==> src/pkg/phy_mgmt_pkg.sv <==
`default_nettype none
package phy_mgmt_pkg;

  localparam int          REG_W     = 16;
  localparam int          NUM_REGS  = 32;
  localparam int          ADDR_W    = 5;

  localparam logic [4:0]  REG_PHY_CONTROL           = 5'h00;
  localparam logic [4:0]  REG_PHY_STATUS            = 5'h01;
  localparam logic [4:0]  REG_PHY_IDENTIFIER_HIGH   = 5'h02;
  localparam logic [4:0]  REG_PHY_IDENTIFIER_LOW    = 5'h03;
  localparam logic [4:0]  REG_AUTONEG_ADVERTISE     = 5'h04;
  localparam logic [4:0]  REG_LINK_PARTNER_ABILITY  = 5'h05;
  localparam logic [4:0]  REG_AUTONEG_EXPANSION     = 5'h06;
  localparam logic [4:0]  REG_NEXT_PAGE_TRANSMIT    = 5'h07;
  localparam logic [4:0]  REG_RESERVED_BLOCK_LOW    = 5'h08;
  localparam logic [4:0]  REG_PCS_CONTROL           = 5'h10;
  localparam logic [4:0]  REG_AUTONEG_READBACK_A    = 5'h11;
  localparam logic [4:0]  REG_AUTONEG_READBACK_B    = 5'h12;
  localparam logic [4:0]  REG_ANALOG_TEST           = 5'h13;
  localparam logic [4:0]  REG_USER_DEFINED          = 5'h14;
  localparam logic [4:0]  REG_RECEIVE_ERROR_COUNTER = 5'h15;
  localparam logic [4:0]  REG_ANALOG_TEST_GROUP     = 5'h16;
  localparam logic [4:0]  REG_ANALOG_TUNER_GROUP    = 5'h19;
  localparam logic [4:0]  REG_DEVICE_SPECIFIC_ONE   = 5'h1c;
  localparam logic [4:0]  REG_DEVICE_SPECIFIC_TWO   = 5'h1d;
  localparam logic [4:0]  REG_DEVICE_SPECIFIC_THREE = 5'h1e;
  localparam logic [4:0]  REG_QUICK_STATUS          = 5'h1f;
  localparam logic [4:0]  GROUP_LEN                 = 5'h03;

  // control register bit positions
  localparam int          CTL_SOFT_RESET   = 15;
  localparam int          CTL_LOOPBACK     = 14;
  localparam int          CTL_SPEED        = 13;
  localparam int          CTL_AN_ENABLE    = 12;
  localparam int          CTL_POWER_DOWN   = 11;
  localparam int          CTL_ISOLATE      = 10;
  localparam int          CTL_AN_RESTART   = 9;
  localparam int          CTL_DUPLEX       = 8;
  localparam int          CTL_COL_TEST     = 7;

  localparam logic [15:0] RST_PHY_CONTROL         = 16'h3000;
  localparam logic [15:0] RST_PHY_STATUS          = 16'h7849;
  localparam logic [15:0] RST_AUTONEG_ADVERTISE   = 16'h01e1;
  localparam logic [15:0] RST_DEVICE_SPECIFIC_TWO = 16'h2080;
  localparam logic [15:0] RST_ZERO                = 16'h0000;
  localparam logic [15:0] STATUS_AN_DONE_MASK     = 16'h0020;
  localparam logic [15:0] CTL_RESTART_MASK        = 16'h0200;

  localparam logic [15:0] MASK_CONTROL            = 16'hff80;
  localparam logic [15:0] MASK_ALL                = 16'hffff;
  localparam logic [15:0] MASK_NONE               = 16'h0000;

  // identifier values are arbitrary
  localparam logic [15:0] ID_HIGH_VALUE           = 16'h1234;
  localparam logic [15:0] ID_LOW_VALUE            = 16'h5670;
  localparam logic [4:0]  PHY_ADDR                = 5'h01;

  localparam logic [1:0]  OP_READ                 = 2'h2;
  localparam logic [1:0]  OP_WRITE                = 2'h1;
  localparam logic [3:0]  OP_LAST                 = 4'h1;
  localparam logic [3:0]  ADDR_LAST               = 4'h4;
  localparam logic [3:0]  DATA_LAST               = 4'hf;

  typedef enum logic [6:0] {
    S_IDLE  = 7'h01,
    S_START = 7'h02,
    S_OP    = 7'h04,
    S_PHYAD = 7'h08,
    S_REGAD = 7'h10,
    S_TA    = 7'h20,
    S_DATA  = 7'h40
  } mdio_state_e;

  function automatic logic in_group(input logic [4:0] addr, input logic [4:0] base);
    in_group = (addr >= base) && (addr < base + GROUP_LEN);
  endfunction : in_group

  // writable bits of each stored location; read-only ones store nothing
  function automatic logic [15:0] reg_mask(input logic [4:0] addr);
    if (addr == REG_PHY_CONTROL)
      reg_mask = MASK_CONTROL;
    else if (addr == REG_AUTONEG_ADVERTISE || addr == REG_NEXT_PAGE_TRANSMIT ||
             addr == REG_PCS_CONTROL || addr == REG_ANALOG_TEST ||
             addr == REG_USER_DEFINED || addr == REG_DEVICE_SPECIFIC_ONE ||
             addr == REG_DEVICE_SPECIFIC_TWO || addr == REG_DEVICE_SPECIFIC_THREE ||
             in_group(addr, REG_ANALOG_TEST_GROUP) || in_group(addr, REG_ANALOG_TUNER_GROUP))
      reg_mask = MASK_ALL;
    else
      reg_mask = MASK_NONE;
  endfunction : reg_mask

  function automatic logic [15:0] reg_reset(input logic [4:0] addr);
    if (addr == REG_PHY_CONTROL)
      reg_reset = RST_PHY_CONTROL;
    else if (addr == REG_AUTONEG_ADVERTISE)
      reg_reset = RST_AUTONEG_ADVERTISE;
    else if (addr == REG_DEVICE_SPECIFIC_TWO)
      reg_reset = RST_DEVICE_SPECIFIC_TWO;
    else
      reg_reset = RST_ZERO;
  endfunction : reg_reset

endpackage : phy_mgmt_pkg
`default_nettype wire

==> src/logic/phy_mgmt_control_regs.sv <==
// Functional notes
// - thirty-two 16-bit registers, one per number
// - partner ability, expansion, next page reset zero
// - control bit 15 resets all, self-clears
// - loopback: no medium transmit, receive ignored
// - forced speed used only without autonegotiation
// - forced speed is bit ANDed with strap
// - bit 12 enables autonegotiation, resets one
// - power-down bit stops both transceivers
// - management still served while powered down
// - isolate bit only drives mii_isolate_o; collision output stays driven
// - autonegotiation starts by itself after reset
// - bit 9 restarts autonegotiation, resets zero
// - restart going high clears complete flag
// - restart bit self-clears once restarted
// - bit 8 duplex, ignored under autonegotiation
// - forced duplex is bit ORed with strap
// - collision test echoes transmit enable
// - control bits 6:0 read zero
// - complete flag set when done, cleared at start
`timescale 1ns/1ps
`default_nettype none
module phy_mgmt_control_regs (
  input  wire logic clk_i,
  input  wire logic rst_b_i,
  input  wire logic clk_en_i,
  input  wire logic mdc_i,
  input  wire logic mdio_i,
  output var  logic mdio_o,
  output var  logic mdio_oe_o,
  input  wire logic speed_strap_i,
  input  wire logic duplex_strap_input,
  input  wire logic mii_transmit_enable_in,
  input  wire logic an_started_i,
  input  wire logic an_done_i,
  input  wire logic an_speed_100_i,
  input  wire logic an_full_duplex_i,
  output var  logic an_restart_o,
  output var  logic autoneg_enable_o,
  output var  logic speed_100_o,
  output var  logic full_duplex_o,
  output var  logic loopback_o,
  output var  logic medium_tx_en_o,
  output var  logic power_down_o,
  output var  logic mii_isolate_o,
  output var  logic mii_collision_out
);
  import phy_mgmt_pkg::*;

  localparam int SYNC_W = 4;

  logic [SYNC_W-1:0] pin_raw;
  logic [SYNC_W-1:0] pin_s1, pin_s2;
  logic              mdc_s3;
  wire  logic        mdc_s, mdio_s, speed_strap_s, duplex_strap_s, mdc_rise;

  logic [15:0]       regs       [NUM_REGS];
  logic [15:0]       next_regs  [NUM_REGS];
  logic [15:0]       rd_vec     [NUM_REGS];
  logic              wr_en;
  logic [4:0]        wr_addr;
  logic [15:0]       wr_data;
  logic              an_complete;
  logic              boot_pending;

  mdio_state_e       state, next_state;
  logic [3:0]        bit_cnt, next_bit_cnt;
  logic [1:0]        op, next_op;
  logic [4:0]        phyad, next_phyad;
  logic [4:0]        regad, next_regad;
  logic [15:0]       shreg, next_shreg;
  logic              rd_active, next_rd_active;
  logic              next_mdio_o, next_mdio_oe, frame_wr;

  // pins cross into the clock domain through two flops
  assign pin_raw = {mdc_i, mdio_i, speed_strap_i, duplex_strap_input};

  always_ff @(posedge clk_i or negedge rst_b_i)
  begin
    if (!rst_b_i)
    begin
      pin_s1 <= '0;
      pin_s2 <= '0;
      mdc_s3 <= 1'b0;
    end
    else if (clk_en_i)
    begin
      pin_s1 <= pin_raw;
      pin_s2 <= pin_s1;
      mdc_s3 <= pin_s2[3];
    end
  end

  assign mdc_s          = pin_s2[3];
  assign mdio_s         = pin_s2[2];
  assign speed_strap_s  = pin_s2[1];
  assign duplex_strap_s = pin_s2[0];
  assign mdc_rise       = mdc_s & ~mdc_s3;

  wire logic [15:0] ctl          = regs[REG_PHY_CONTROL];
  wire logic        soft_reset   = ctl[CTL_SOFT_RESET];
  wire logic        wr_ctl       = wr_en && (wr_addr == REG_PHY_CONTROL);
  wire logic        wr_restart   = wr_ctl && wr_data[CTL_AN_RESTART] && !ctl[CTL_AN_RESTART];
  wire logic [15:0] status_word  = RST_PHY_STATUS | (an_complete ? STATUS_AN_DONE_MASK : RST_ZERO);
  wire logic        forced_speed = ctl[CTL_SPEED] & speed_strap_s;
  wire logic        forced_dup   = ctl[CTL_DUPLEX] | duplex_strap_s;

  // register array: soft reset first, then management write, then restart clear
  genvar gi;
  generate
    for (gi = 0; gi < NUM_REGS; gi++)
    begin : g_reg
      localparam logic [4:0] IDX = 5'(gi);
      wire logic wr_hit = wr_en && (wr_addr == IDX);

      assign next_regs[gi] =
          soft_reset ? reg_reset(IDX) :
          wr_hit ? ((wr_data & reg_mask(IDX)) | (regs[gi] & ~reg_mask(IDX))) :
          (IDX == REG_PHY_CONTROL && an_started_i) ? (regs[gi] & ~CTL_RESTART_MASK) :
          regs[gi];

      assign rd_vec[gi] =
          (IDX == REG_PHY_STATUS)          ? status_word :
          (IDX == REG_PHY_IDENTIFIER_HIGH) ? ID_HIGH_VALUE :
          (IDX == REG_PHY_IDENTIFIER_LOW)  ? ID_LOW_VALUE :
          regs[gi];

      always_ff @(posedge clk_i or negedge rst_b_i)
      begin
        if (!rst_b_i)
          regs[gi] <= reg_reset(IDX);
        else if (clk_en_i)
          regs[gi] <= next_regs[gi];
      end
    end
  endgenerate

  // hardware set wins over the clear
  wire logic next_an_complete = an_done_i ? 1'b1 :
      (wr_restart || an_started_i || soft_reset) ? 1'b0 : an_complete;
  wire logic next_boot = soft_reset ? 1'b1 : an_started_i ? 1'b0 : boot_pending;

  always_ff @(posedge clk_i or negedge rst_b_i)
  begin
    if (!rst_b_i)
    begin
      an_complete  <= 1'b0;
      boot_pending <= 1'b1;
    end
    else if (clk_en_i)
    begin
      an_complete  <= next_an_complete;
      boot_pending <= next_boot;
    end
  end

  wire logic next_an_restart = ctl[CTL_AN_ENABLE] & (ctl[CTL_AN_RESTART] | boot_pending);
  wire logic next_speed      = ctl[CTL_AN_ENABLE] ? an_speed_100_i : forced_speed;
  wire logic next_duplex     = ctl[CTL_AN_ENABLE] ? an_full_duplex_i : forced_dup;
  wire logic next_medium_tx  = mii_transmit_enable_in & ~ctl[CTL_LOOPBACK]
                               & ~ctl[CTL_POWER_DOWN];
  wire logic next_collision  = ctl[CTL_COL_TEST] & mii_transmit_enable_in;

  always_ff @(posedge clk_i or negedge rst_b_i)
  begin
    if (!rst_b_i)
    begin
      an_restart_o      <= 1'b0;
      autoneg_enable_o  <= 1'b0;
      speed_100_o       <= 1'b0;
      full_duplex_o     <= 1'b0;
      loopback_o        <= 1'b0;
      medium_tx_en_o    <= 1'b0;
      power_down_o      <= 1'b0;
      mii_isolate_o     <= 1'b0;
      mii_collision_out <= 1'b0;
    end
    else if (clk_en_i)
    begin
      an_restart_o      <= next_an_restart;
      autoneg_enable_o  <= ctl[CTL_AN_ENABLE];
      speed_100_o       <= next_speed;
      full_duplex_o     <= next_duplex;
      loopback_o        <= ctl[CTL_LOOPBACK];
      medium_tx_en_o    <= next_medium_tx;
      power_down_o      <= ctl[CTL_POWER_DOWN];
      mii_isolate_o     <= ctl[CTL_ISOLATE];
      mii_collision_out <= next_collision;
    end
  end

  // management frame engine; power-down does not gate it
  always_comb
  begin
    next_state     = state;
    next_bit_cnt   = bit_cnt;
    next_op        = op;
    next_phyad     = phyad;
    next_regad     = regad;
    next_shreg     = shreg;
    next_rd_active = rd_active;
    next_mdio_o    = mdio_o;
    next_mdio_oe   = mdio_oe_o;
    frame_wr       = 1'b0;
    if (mdc_rise)
    begin
      unique case (state)
        S_IDLE:
          if (!mdio_s)
            next_state = S_START;
        S_START:
        begin
          next_state   = mdio_s ? S_OP : S_IDLE;
          next_bit_cnt = '0;
        end
        S_OP:
        begin
          next_op = {op[0], mdio_s};
          if (bit_cnt == OP_LAST)
          begin
            next_bit_cnt = '0;
            next_state   = ({op[0], mdio_s} == OP_READ || {op[0], mdio_s} == OP_WRITE)
                           ? S_PHYAD : S_IDLE;
          end
          else
            next_bit_cnt = bit_cnt + 4'h1;
        end
        S_PHYAD:
        begin
          next_phyad = {phyad[3:0], mdio_s};
          if (bit_cnt == ADDR_LAST)
          begin
            next_bit_cnt = '0;
            next_state   = S_REGAD;
          end
          else
            next_bit_cnt = bit_cnt + 4'h1;
        end
        S_REGAD:
        begin
          next_regad = {regad[3:0], mdio_s};
          if (bit_cnt == ADDR_LAST)
          begin
            next_bit_cnt   = '0;
            next_state     = S_TA;
            next_rd_active = (op == OP_READ) && (phyad == PHY_ADDR);
            next_shreg     = rd_vec[{regad[3:0], mdio_s}];
          end
          else
            next_bit_cnt = bit_cnt + 4'h1;
        end
        S_TA:
          if (bit_cnt == '0)
          begin
            next_bit_cnt = 4'h1;
            next_mdio_oe = rd_active;
            next_mdio_o  = 1'b0;
          end
          else
          begin
            next_bit_cnt = '0;
            next_state   = S_DATA;
            if (rd_active)
            begin
              next_mdio_o = shreg[15];
              next_shreg  = {shreg[14:0], 1'b0};
            end
          end
        S_DATA:
        begin
          if (!rd_active)
            next_shreg = {shreg[14:0], mdio_s};
          if (bit_cnt == DATA_LAST)
          begin
            next_state     = S_IDLE;
            next_mdio_oe   = 1'b0;
            next_mdio_o    = 1'b0;
            next_rd_active = 1'b0;
            frame_wr       = !rd_active && (phyad == PHY_ADDR);
          end
          else
          begin
            next_bit_cnt = bit_cnt + 4'h1;
            if (rd_active)
            begin
              next_mdio_o = shreg[15];
              next_shreg  = {shreg[14:0], 1'b0};
            end
          end
        end
        default:
        begin
          next_state     = S_IDLE;
          next_mdio_oe   = 1'b0;
          next_rd_active = 1'b0;
        end
      endcase
    end
  end

  always_ff @(posedge clk_i or negedge rst_b_i)
  begin
    if (!rst_b_i)
    begin
      state     <= S_IDLE;
      bit_cnt   <= '0;
      op        <= '0;
      phyad     <= '0;
      regad     <= '0;
      shreg     <= '0;
      rd_active <= 1'b0;
      mdio_o    <= 1'b0;
      mdio_oe_o <= 1'b0;
    end
    else if (clk_en_i)
    begin
      state     <= next_state;
      bit_cnt   <= next_bit_cnt;
      op        <= next_op;
      phyad     <= next_phyad;
      regad     <= next_regad;
      shreg     <= next_shreg;
      rd_active <= next_rd_active;
      mdio_o    <= next_mdio_o;
      mdio_oe_o <= next_mdio_oe;
    end
  end

  always_ff @(posedge clk_i or negedge rst_b_i)
  begin
    if (!rst_b_i)
    begin
      wr_en   <= 1'b0;
      wr_addr <= '0;
      wr_data <= '0;
    end
    else if (clk_en_i)
    begin
      wr_en   <= frame_wr;
      wr_addr <= regad;
      wr_data <= next_shreg;
    end
  end
endmodule : phy_mgmt_control_regs
`default_nettype wire

==> config.mk <==
export PLATFORM = sky130hd
export DESIGN_NAME = phy_mgmt_control_regs
export DESIGN_NICKNAME = d
export VERILOG_FILES = /design/src/pkg/phy_mgmt_pkg.sv /design/src/logic/phy_mgmt_control_regs.sv
export SDC_FILE = /design/constraint.sdc
export NUM_CORES = 1
export LEC_CHECK = 0
export BUFFER_PORTS_ARGS = -buffer_cell sky130_fd_sc_hd__buf_2
export CELL_PAD_IN_SITES_DETAIL_PLACEMENT = 1
export CELL_PAD_IN_SITES_GLOBAL_PLACEMENT = 1
export CORE_MARGIN = 4
export CORE_UTILIZATION = 40
export DETAILED_ROUTE_END_ITERATION = 7
export PLACE_DENSITY = 0.77
export SETUP_SLACK_MARGIN = 0.4
export SYNTH_ARGS = -nofsm -noshare
export SYNTH_HDL_FRONTEND = slang
export SYNTH_SLANG_ARGS = --single-unit
==> constraint.sdc <==
create_clock -name clk_i -period 3.1 [get_ports clk_i]
set_input_delay 0.93 -clock clk_i [delete_from_list [all_inputs] [get_ports clk_i]]
set_output_delay 0.93 -clock clk_i [all_outputs]
set_load 0.005 [all_outputs]
==> out/qor.csv, run 1 <==
stage,metric,value,unit
run_status,status,"finished, final reports clean",
synth,area of the mapped netlist,0.0142,mm²
setup_path,worst-path fanout max,21,
synth,largest family of logic cells by synthesized area,compound AO/OA/AOI/OAI gates,
global_route,total global-route track usage,22.4,%
route,initial detailed-routing violation count,900,
synth,Synthesized Nets,1469,
synth,Synth Register Bits,301,
die,# IOs,23,
route,Routed Antenna Nets,0,
die,site row count,68,
setup_path,Critical Path End Type,register,
power_and_ir_drop,maximum vdd drop,0.493,mV
route,DR WL/cell,22.6,µm
finish,Fill cells,3873,
timing,Worst-Margin Slew,0.959,ns
finish,Diodes inserted,0,
die,die area,0.0385,mm²
timing,RSZ-0062 raised after global routing,false,
placed_design,GPL Wtd Cong,0.840,
global_route,first-pass GRT wire length,69200,µm
clock_network,clk_lat worst skew,0.52,ns
route,DR vias,11500,
die,Initial Util,40.8,%
die,Chip Width,196,µm
finish,final core occ,46.1,%
clock_network,Hold Buf Count CTS,0,
global_route,largest net degree at the start of global routing,71,
clock_network,CTS buffer count,34,
synth,synth unique cells,63,
finish,"most common cell after layout, fill and taps aside",dfrtp_1,
global_route,total gr overflow,0,
finish,Non-Filler Instances,1919,
die,core box area,0.0348,mm²
placed_design,Inst Count DP,1855,
synth,adder-cell share of the synthesized area,0.265,%
timing,Fmax,390,MHz
clock_network,clock sinks,301,
route,DRC violations left,0,
global_route,vias in the first global route,12100,
timing,period utilization,82.8,%
synth,Synthesis Warnings,0,
timing,Final Setup Violations,0,
synth,synthesized area per cell,9.76,µm²
route,total wire length,43400,µm
timing,clk_skew,0.0279,ns
power_and_ir_drop,power density over cell area,615,mW/mm²
route,vias per cell,5.98,
finish,layout cell share with drive strength beyond 1,15.9,%
setup_path,Worst EP required,3.54,ns
timing,max-slew violations,0,
clock_network,clock-pin slew of the registers on the worst-case setup and hold paths,0.06,ns
min_path,min-delay worst type,input pin to asynchronous set/reset pin,
setup_path,type of origin of the critical path,register,
synth,post-synthesis mux area share,7.95,%
route,DR pass1 iterations,5,
run,MaxCap Viol Count,0,
placed_design,IO buf count,22,
clock_network,CTS tree,built,
synth,Syn Inst Count,1454,
clock_network,CTS Root Cell,clkbuf_16,
timing,setup TNS,0,ns
clock_network,# H-tree levels,2,
synth,Synth Area in Compound Gates,19.1,%
setup_path,WS Path Type,register to register,
synth,Main synth FF type,dfrtp_1,
power_and_ir_drop,leakage dissipation,6.73,nW
finish,Layout Nets,1455,
timing,Slew headroom,36.0,%
finish,"commonest cells after routing, fill and taps aside","dfrtp_1 (287), o21ai_0 (251), nand2_1 (222)",
timing,final worst path period need,2.57,ns
timing,final hold violation count,0,
global_route,antenna violations before repair,0,
finish,Layout area overhead,13.2,%
clock_network,Clock Path Buffers,3,
synth,asr flop ratio synth,100,%
die,DIE HEIGHT,196,µm
placed_design,DP HPWL,27600,µm
setup_path,Worst EP arrival,3.01,ns
synth,sequential fraction of the synthesis area,53.2,%
synth,simple-gate share of the synthesized area,15.2,%
synth,Post-synth EDFFs,0,
synth,Synth Area in XOR/XNOR,0.185,%
metrics by stage:
step	hold slack (ns)	instance area [µm²]	worst slack, ns	total power, mW
after floorplan	0.439	14200	0.567	5.35
after global placement	0.445	14900	0.291	5.84
after detailed placement	0.463	14900	0.245	5.89
after CTS	0.358	16100	0.421	9.94
after global routing	0.367	16100	0.418	10.3
final	0.347	16100	0.535	9.88
layer usage:
metal,up-vias,share of wire (%),global-route usage [%]
met1,5906,44,30.1
li1,5175,-,-
met3,98,5.0,3.88
met5,-,0,0
met4,0,3.6,7.86
met2,294,47,36.8
where the power goes:
group          switching (mW)  total, mW  internal [mW]
registers               0.265       4.41           4.14
clock network            1.62       4.02           2.40
logic                   0.904       1.45          0.549
final cells by class:
cell class | instances | area (µm²) | area share (%)
sequential | 301 | 7550 | 47.0
multi-input combinational | 1007 | 6110 | 38.1
clock buffer | 46 | 987 | 6.15
timing repair buffer | 85 | 668 | 4.16
tap | 455 | 569 | 3.54
clock inverter | 14 | 128 | 0.795
inverter | 11 | 41.3 | 0.257
Yosys cell counts (5+ instances only):
master,instances,area [µm²]
a211oi_1,8,60.1
a21boi_0,6,45.0
a21oi_1,44,220
a221o_1,18,180
a221oi_1,7,61.3
a22o_1,5,43.8
a22oi_1,13,97.6
a31oi_1,6,37.5
a32o_1,8,80.1
and2_1,6,37.5
and3_1,5,31.3
buf_1,17,63.8
buf_2,13,65.1
clkbuf_1,103,387
dfrtp_1,290,7260
dfstp_2,11,289
inv_1,11,41.3
mux2_2,38,428
mux2i_1,34,340
mux4_2,16,360
nand2_1,225,845
nand2b_1,14,87.6
nand3_1,103,515
nor2_1,51,191
nor2b_1,16,100
nor3_1,12,60.1
nor4_1,7,43.8
o211ai_1,27,203
o21ai_0,255,1280
o21ai_1,5,25.0
o22ai_1,6,37.5
o2bb2ai_1,6,52.6
o31ai_1,6,45.0
o32a_1,8,80.1
or2_2,5,31.3
what timing repair did:
| action | CTS | global route |
|---|---|---|
| endpoints found under the hold margin | 0 | 0 |
| gates resized for setup | 2 | 2 |
| setup endpoints to repair | 15 | 19 |
| pin swaps | 1 | 0 |
| buffers inserted | 4 | 0 |
cell families (layout without fill, tap and decap cells):
| kind of cell | after synthesis | in the layout |
|---|---|---|
| multiplexers | 88 | 88 |
| adder cells (fa/ha/maj) | 3 | 3 |
| flip-flops | 301 | 301 |
| AO/OA/AOI/OAI | 446 | 446 |
| AND/OR/NAND/NOR | 467 | 467 |
| buffers and inverters | 146 | 156 |
| XOR/XNOR | 3 | 3 |
state kept, by name, summed over array words and instances, names as in the netlist, 2 cells and up:
| register | count |
|---|---|
| rd_vec | 224 |
| phyad | 5 |
| op | 2 |
| shreg | 16 |
| wr_addr | 5 |
| state | 7 |
| ctl | 9 |
| pin_s2 | 4 |
| bit_cnt | 4 |
| regad | 5 |
| pin_s1 | 4 |
worst paths after layout:
path	from	endpoint	slack, ns	cells past startpoint
setup reg to reg	regad[0]$_DFFE_PN0P_	shreg[2]$_DFFE_PN0P_	0.53	6
min in group clk_i	boot_pending$_DFFE_PN1P_	boot_pending$_DFFE_PN1P_	0.47	2
max in group asynchronous	rst_b_i	rd_vec[438]$_DFFE_PN1P_	1.92	2
hold reg to reg	boot_pending$_DFFE_PN1P_	boot_pending$_DFFE_PN1P_	0.47	2
hold / removal	rst_b_i	pin_s2[3]$_DFFE_PN0P_	0.35	1
setup / recovery	regad[0]$_DFFE_PN0P_	shreg[2]$_DFFE_PN0P_	0.53	6
worst max-delay path, cell delays in order (launching register included):
cell,delay (ns)
dfrtp_4,0.65
nor2_2,0.79
buf_4,0.28
a221o_1,0.14
a21boi_0,0.11
o32a_1,0.38
o21ai_0,0.16
Note: power is estimated with default switching activity, not from simulation.
==> inputs of run 2 (changes only) <==
Clock period 3.1 ns to 2.6 ns, I/O delays scaled along.
==> run 2 against run 1 <==
Compared with the run above: combinational power grew 50%; clock power grew 25%; routed wire length grew 8.2%; largest cell class unchanged.
==> out/qor.csv, run 2 (synthesized netlist as in run 1, its figures left out) <==
stage,metric,value,unit,change
clock_network,Hold Buf Count CTS,0,,unchanged
global_route,largest net degree at the start of global routing,65,,-8.5%
setup_path,Worst EP arrival,2.80,ns,-0.21 ns
route,DRC violations left,0,,unchanged
timing,RSZ-0062 raised after global routing,true,,
route,DR pass1 iterations,7,,+2
finish,Layout area overhead,18.4,%,
clock_network,clock-pin slew of the registers on the worst-case setup and hold paths,0.06,ns,about the same
power_and_ir_drop,power density over cell area,738,mW/mm²,+20%
run_status,status,"finished, final reports clean",,
finish,number of flip-flops in the largest register,224,,unchanged
route,Routed Antenna Nets,0,,unchanged
clock_network,CTS Root Cell,clkbuf_16,,
clock_network,clk_lat worst skew,0.51,ns,about the same
clock_network,clock sinks,301,,unchanged
route,initial detailed-routing violation count,938,,+4.2%
placed_design,GPL Wtd Cong,0.859,,+2.3%
finish,final core occ,48.3,%,+2.1 points
timing,Worst-Margin Slew,0.778,ns,-0.181 ns
die,site row count,68,,unchanged
die,die area,0.0385,mm²,unchanged
setup_path,worst-path fanout max,5,,-76%
timing,max-slew violations,0,,unchanged
timing,final worst path period need,2.40,ns,-0.163 ns
setup_path,type of origin of the critical path,register,,
clock_network,Clock Path Buffers,3,,unchanged
placed_design,DP HPWL,28900,µm,+4.9%
setup_path,CP most frequent cell,buf_4,,
clock_network,# H-tree levels,2,,unchanged
power_and_ir_drop,overall power,12.4,mW,+25%
setup_path,Critical-path top delay cell,or4_4,,
timing,Final Setup Violations,0,,unchanged
die,Initial Util,40.8,%,unchanged
timing,Fin Hold WS,0.189,ns,-0.158 ns
global_route,vias in the first global route,12800,,+5.3%
setup_path,WP buf/inv,2,,+1
route,vias per cell,6.01,,+0.50%
route,DR WL/cell,23.9,µm,+5.7%
finish,Fill cells,3851,,-0.57%
route,DR vias,11800,,+2.9%
finish,layout cell share with drive strength beyond 1,19.8,%,+3.9 points
setup_path,"slowest stage delay, CP",0.60,ns,-0.19 ns
timing,final hold violation count,0,,unchanged
global_route,total global-route track usage,24.3,%,+2.0 points
die,# IOs,23,,unchanged
global_route,antenna violations before repair,0,,unchanged
timing,Fmax,416,MHz,+6.8%
route,total wire length,46900,µm,+8.2%
setup_path,Worst EP required,3.00,ns,-0.54 ns
global_route,first-pass GRT wire length,74600,µm,+7.9%
power_and_ir_drop,maximum vdd drop,0.552,mV,+12%
die,core box area,0.0348,mm²,unchanged
die,DIE HEIGHT,196,µm,unchanged
timing,period utilization,92.4,%,+9.6 points
finish,Layout Nets,1498,,+3.0%
die,Chip Width,196,µm,unchanged
timing,Slew headroom,48.0,%,+12 points
setup_path,worst-path cell chain,or4_4 -> buf_4 -> nor2_1 -> o21ai_1 -> buf_4 -> o211ai_1 -> o21ai_2 -> o32a_1,,
setup_path,crit-path leading delay family,compound AO/OA/AOI/OAI gates,,
min_path,min-delay worst type,input pin to asynchronous set/reset pin,,
finish,"most common cell after layout, fill and taps aside",dfrtp_1,,
power_and_ir_drop,leakage dissipation,7.06,nW,+4.8%
setup_path,Critical Path End Type,register,,
clock_network,CTS buffer count,34,,unchanged
clock_network,CTS tree,built,,
setup_path,WS Path Type,register to register,,
run,MaxCap Viol Count,0,,unchanged
global_route,total gr overflow,0,,unchanged
placed_design,IO buf count,22,,unchanged
timing,clk_skew,0.0172,ns,-0.0107 ns
finish,"commonest cells after routing, fill and taps aside","dfrtp_1 (284), o21ai_0 (244), nand2_1 (221)",,
run 2: layout make-up:
| class | instances | area, µm² | share of cell area (%) |
|---|---|---|---|
| Clock buffer | 52 | 1050 | 6.26 |
| Timing Repair Buffer | 128 | 1200 | 7.17 |
| Inverter | 11 | 41.3 | 0.246 |
| Sequential cell | 301 | 7560 | 45.0 |
| Clock inverter | 9 | 123 | 0.730 |
| Multi-Input combinational cell | 1007 | 6250 | 37.2 |
| Antenna cell | 1 | 2.50 | 0.0149 |
| Tap cell | 455 | 569 | 3.39 |
run 2: worst paths after layout:
check                                       endpoint  depth (start not counted)  slack, ns                startpoint
max                             shreg[0]$_DFFE_PN0P_                          8       0.20      state[1]$_DFFE_PN0P_
min                        full_duplex_o$_DFFE_PN0P_                          1       0.19                   rst_b_i
max reg2reg                     shreg[0]$_DFFE_PN0P_                          8       0.20      state[1]$_DFFE_PN0P_
min reg2reg                 boot_pending$_DFFE_PN1P_                          2       0.48  boot_pending$_DFFE_PN1P_
max in group asynchronous    rd_vec[432]$_DFFE_PN1P_                          2       1.64                   rst_b_i
min in group clk_i          boot_pending$_DFFE_PN1P_                          2       0.48  boot_pending$_DFFE_PN1P_
run 2: through the flow:
| stage | area, µm² | TNS (ns) | instances | setup WS, ns |
|---|---|---|---|---|
| 2_1_floorplan | 14200 | 0 | 1454 | 0.406 |
| 3_3_place_gp | 15300 | 0 | 1880 | 0.0262 |
| 3_5_place_dp | 15300 | -0.836 | 1880 | -0.0989 |
| 4_1_cts | 16700 | 0 | 1961 | 0.346 |
| 5_1_grt | 16800 | 0 | 1963 | 0.110 |
| 6_report | 16800 | 0 | 1964 | 0.197 |
run 2: report_power, final:
group          switching [mW]  internal [mW]  total (mW)  leakage, nW
sequential              0.242           4.94        5.18         4.02
combinational            1.30          0.866        2.17         2.46
clock                    1.95           3.09        5.04        0.578
run 2: worst reg2reg max path, delay by kind of cell (launching register included):
family          cells  cell delay, ns
buf+inv             2            0.38
flops               1            0.39
simple gates        2            0.74
compound gates      4            0.78
run 2: timing repair:
action | 4_1_cts | 5_1_grt
buffers inserted | 18 | 2
resized for setup | 36 | 18
pin swaps | 13 | 9
gates cloned | 2 | 0
setup endpoints to repair | 31 | 63
run 2: metal layers:
metal / vias up / share of wire, % / track usage [%]
met2: 288 / 48 / 40.2
met4: 0 / 3.5 / 8.84
met1: 6146 / 44 / 32.7
met5: - / 0 / 0
li1: 5267 / - / -
met3: 100 / 4.5 / 3.88
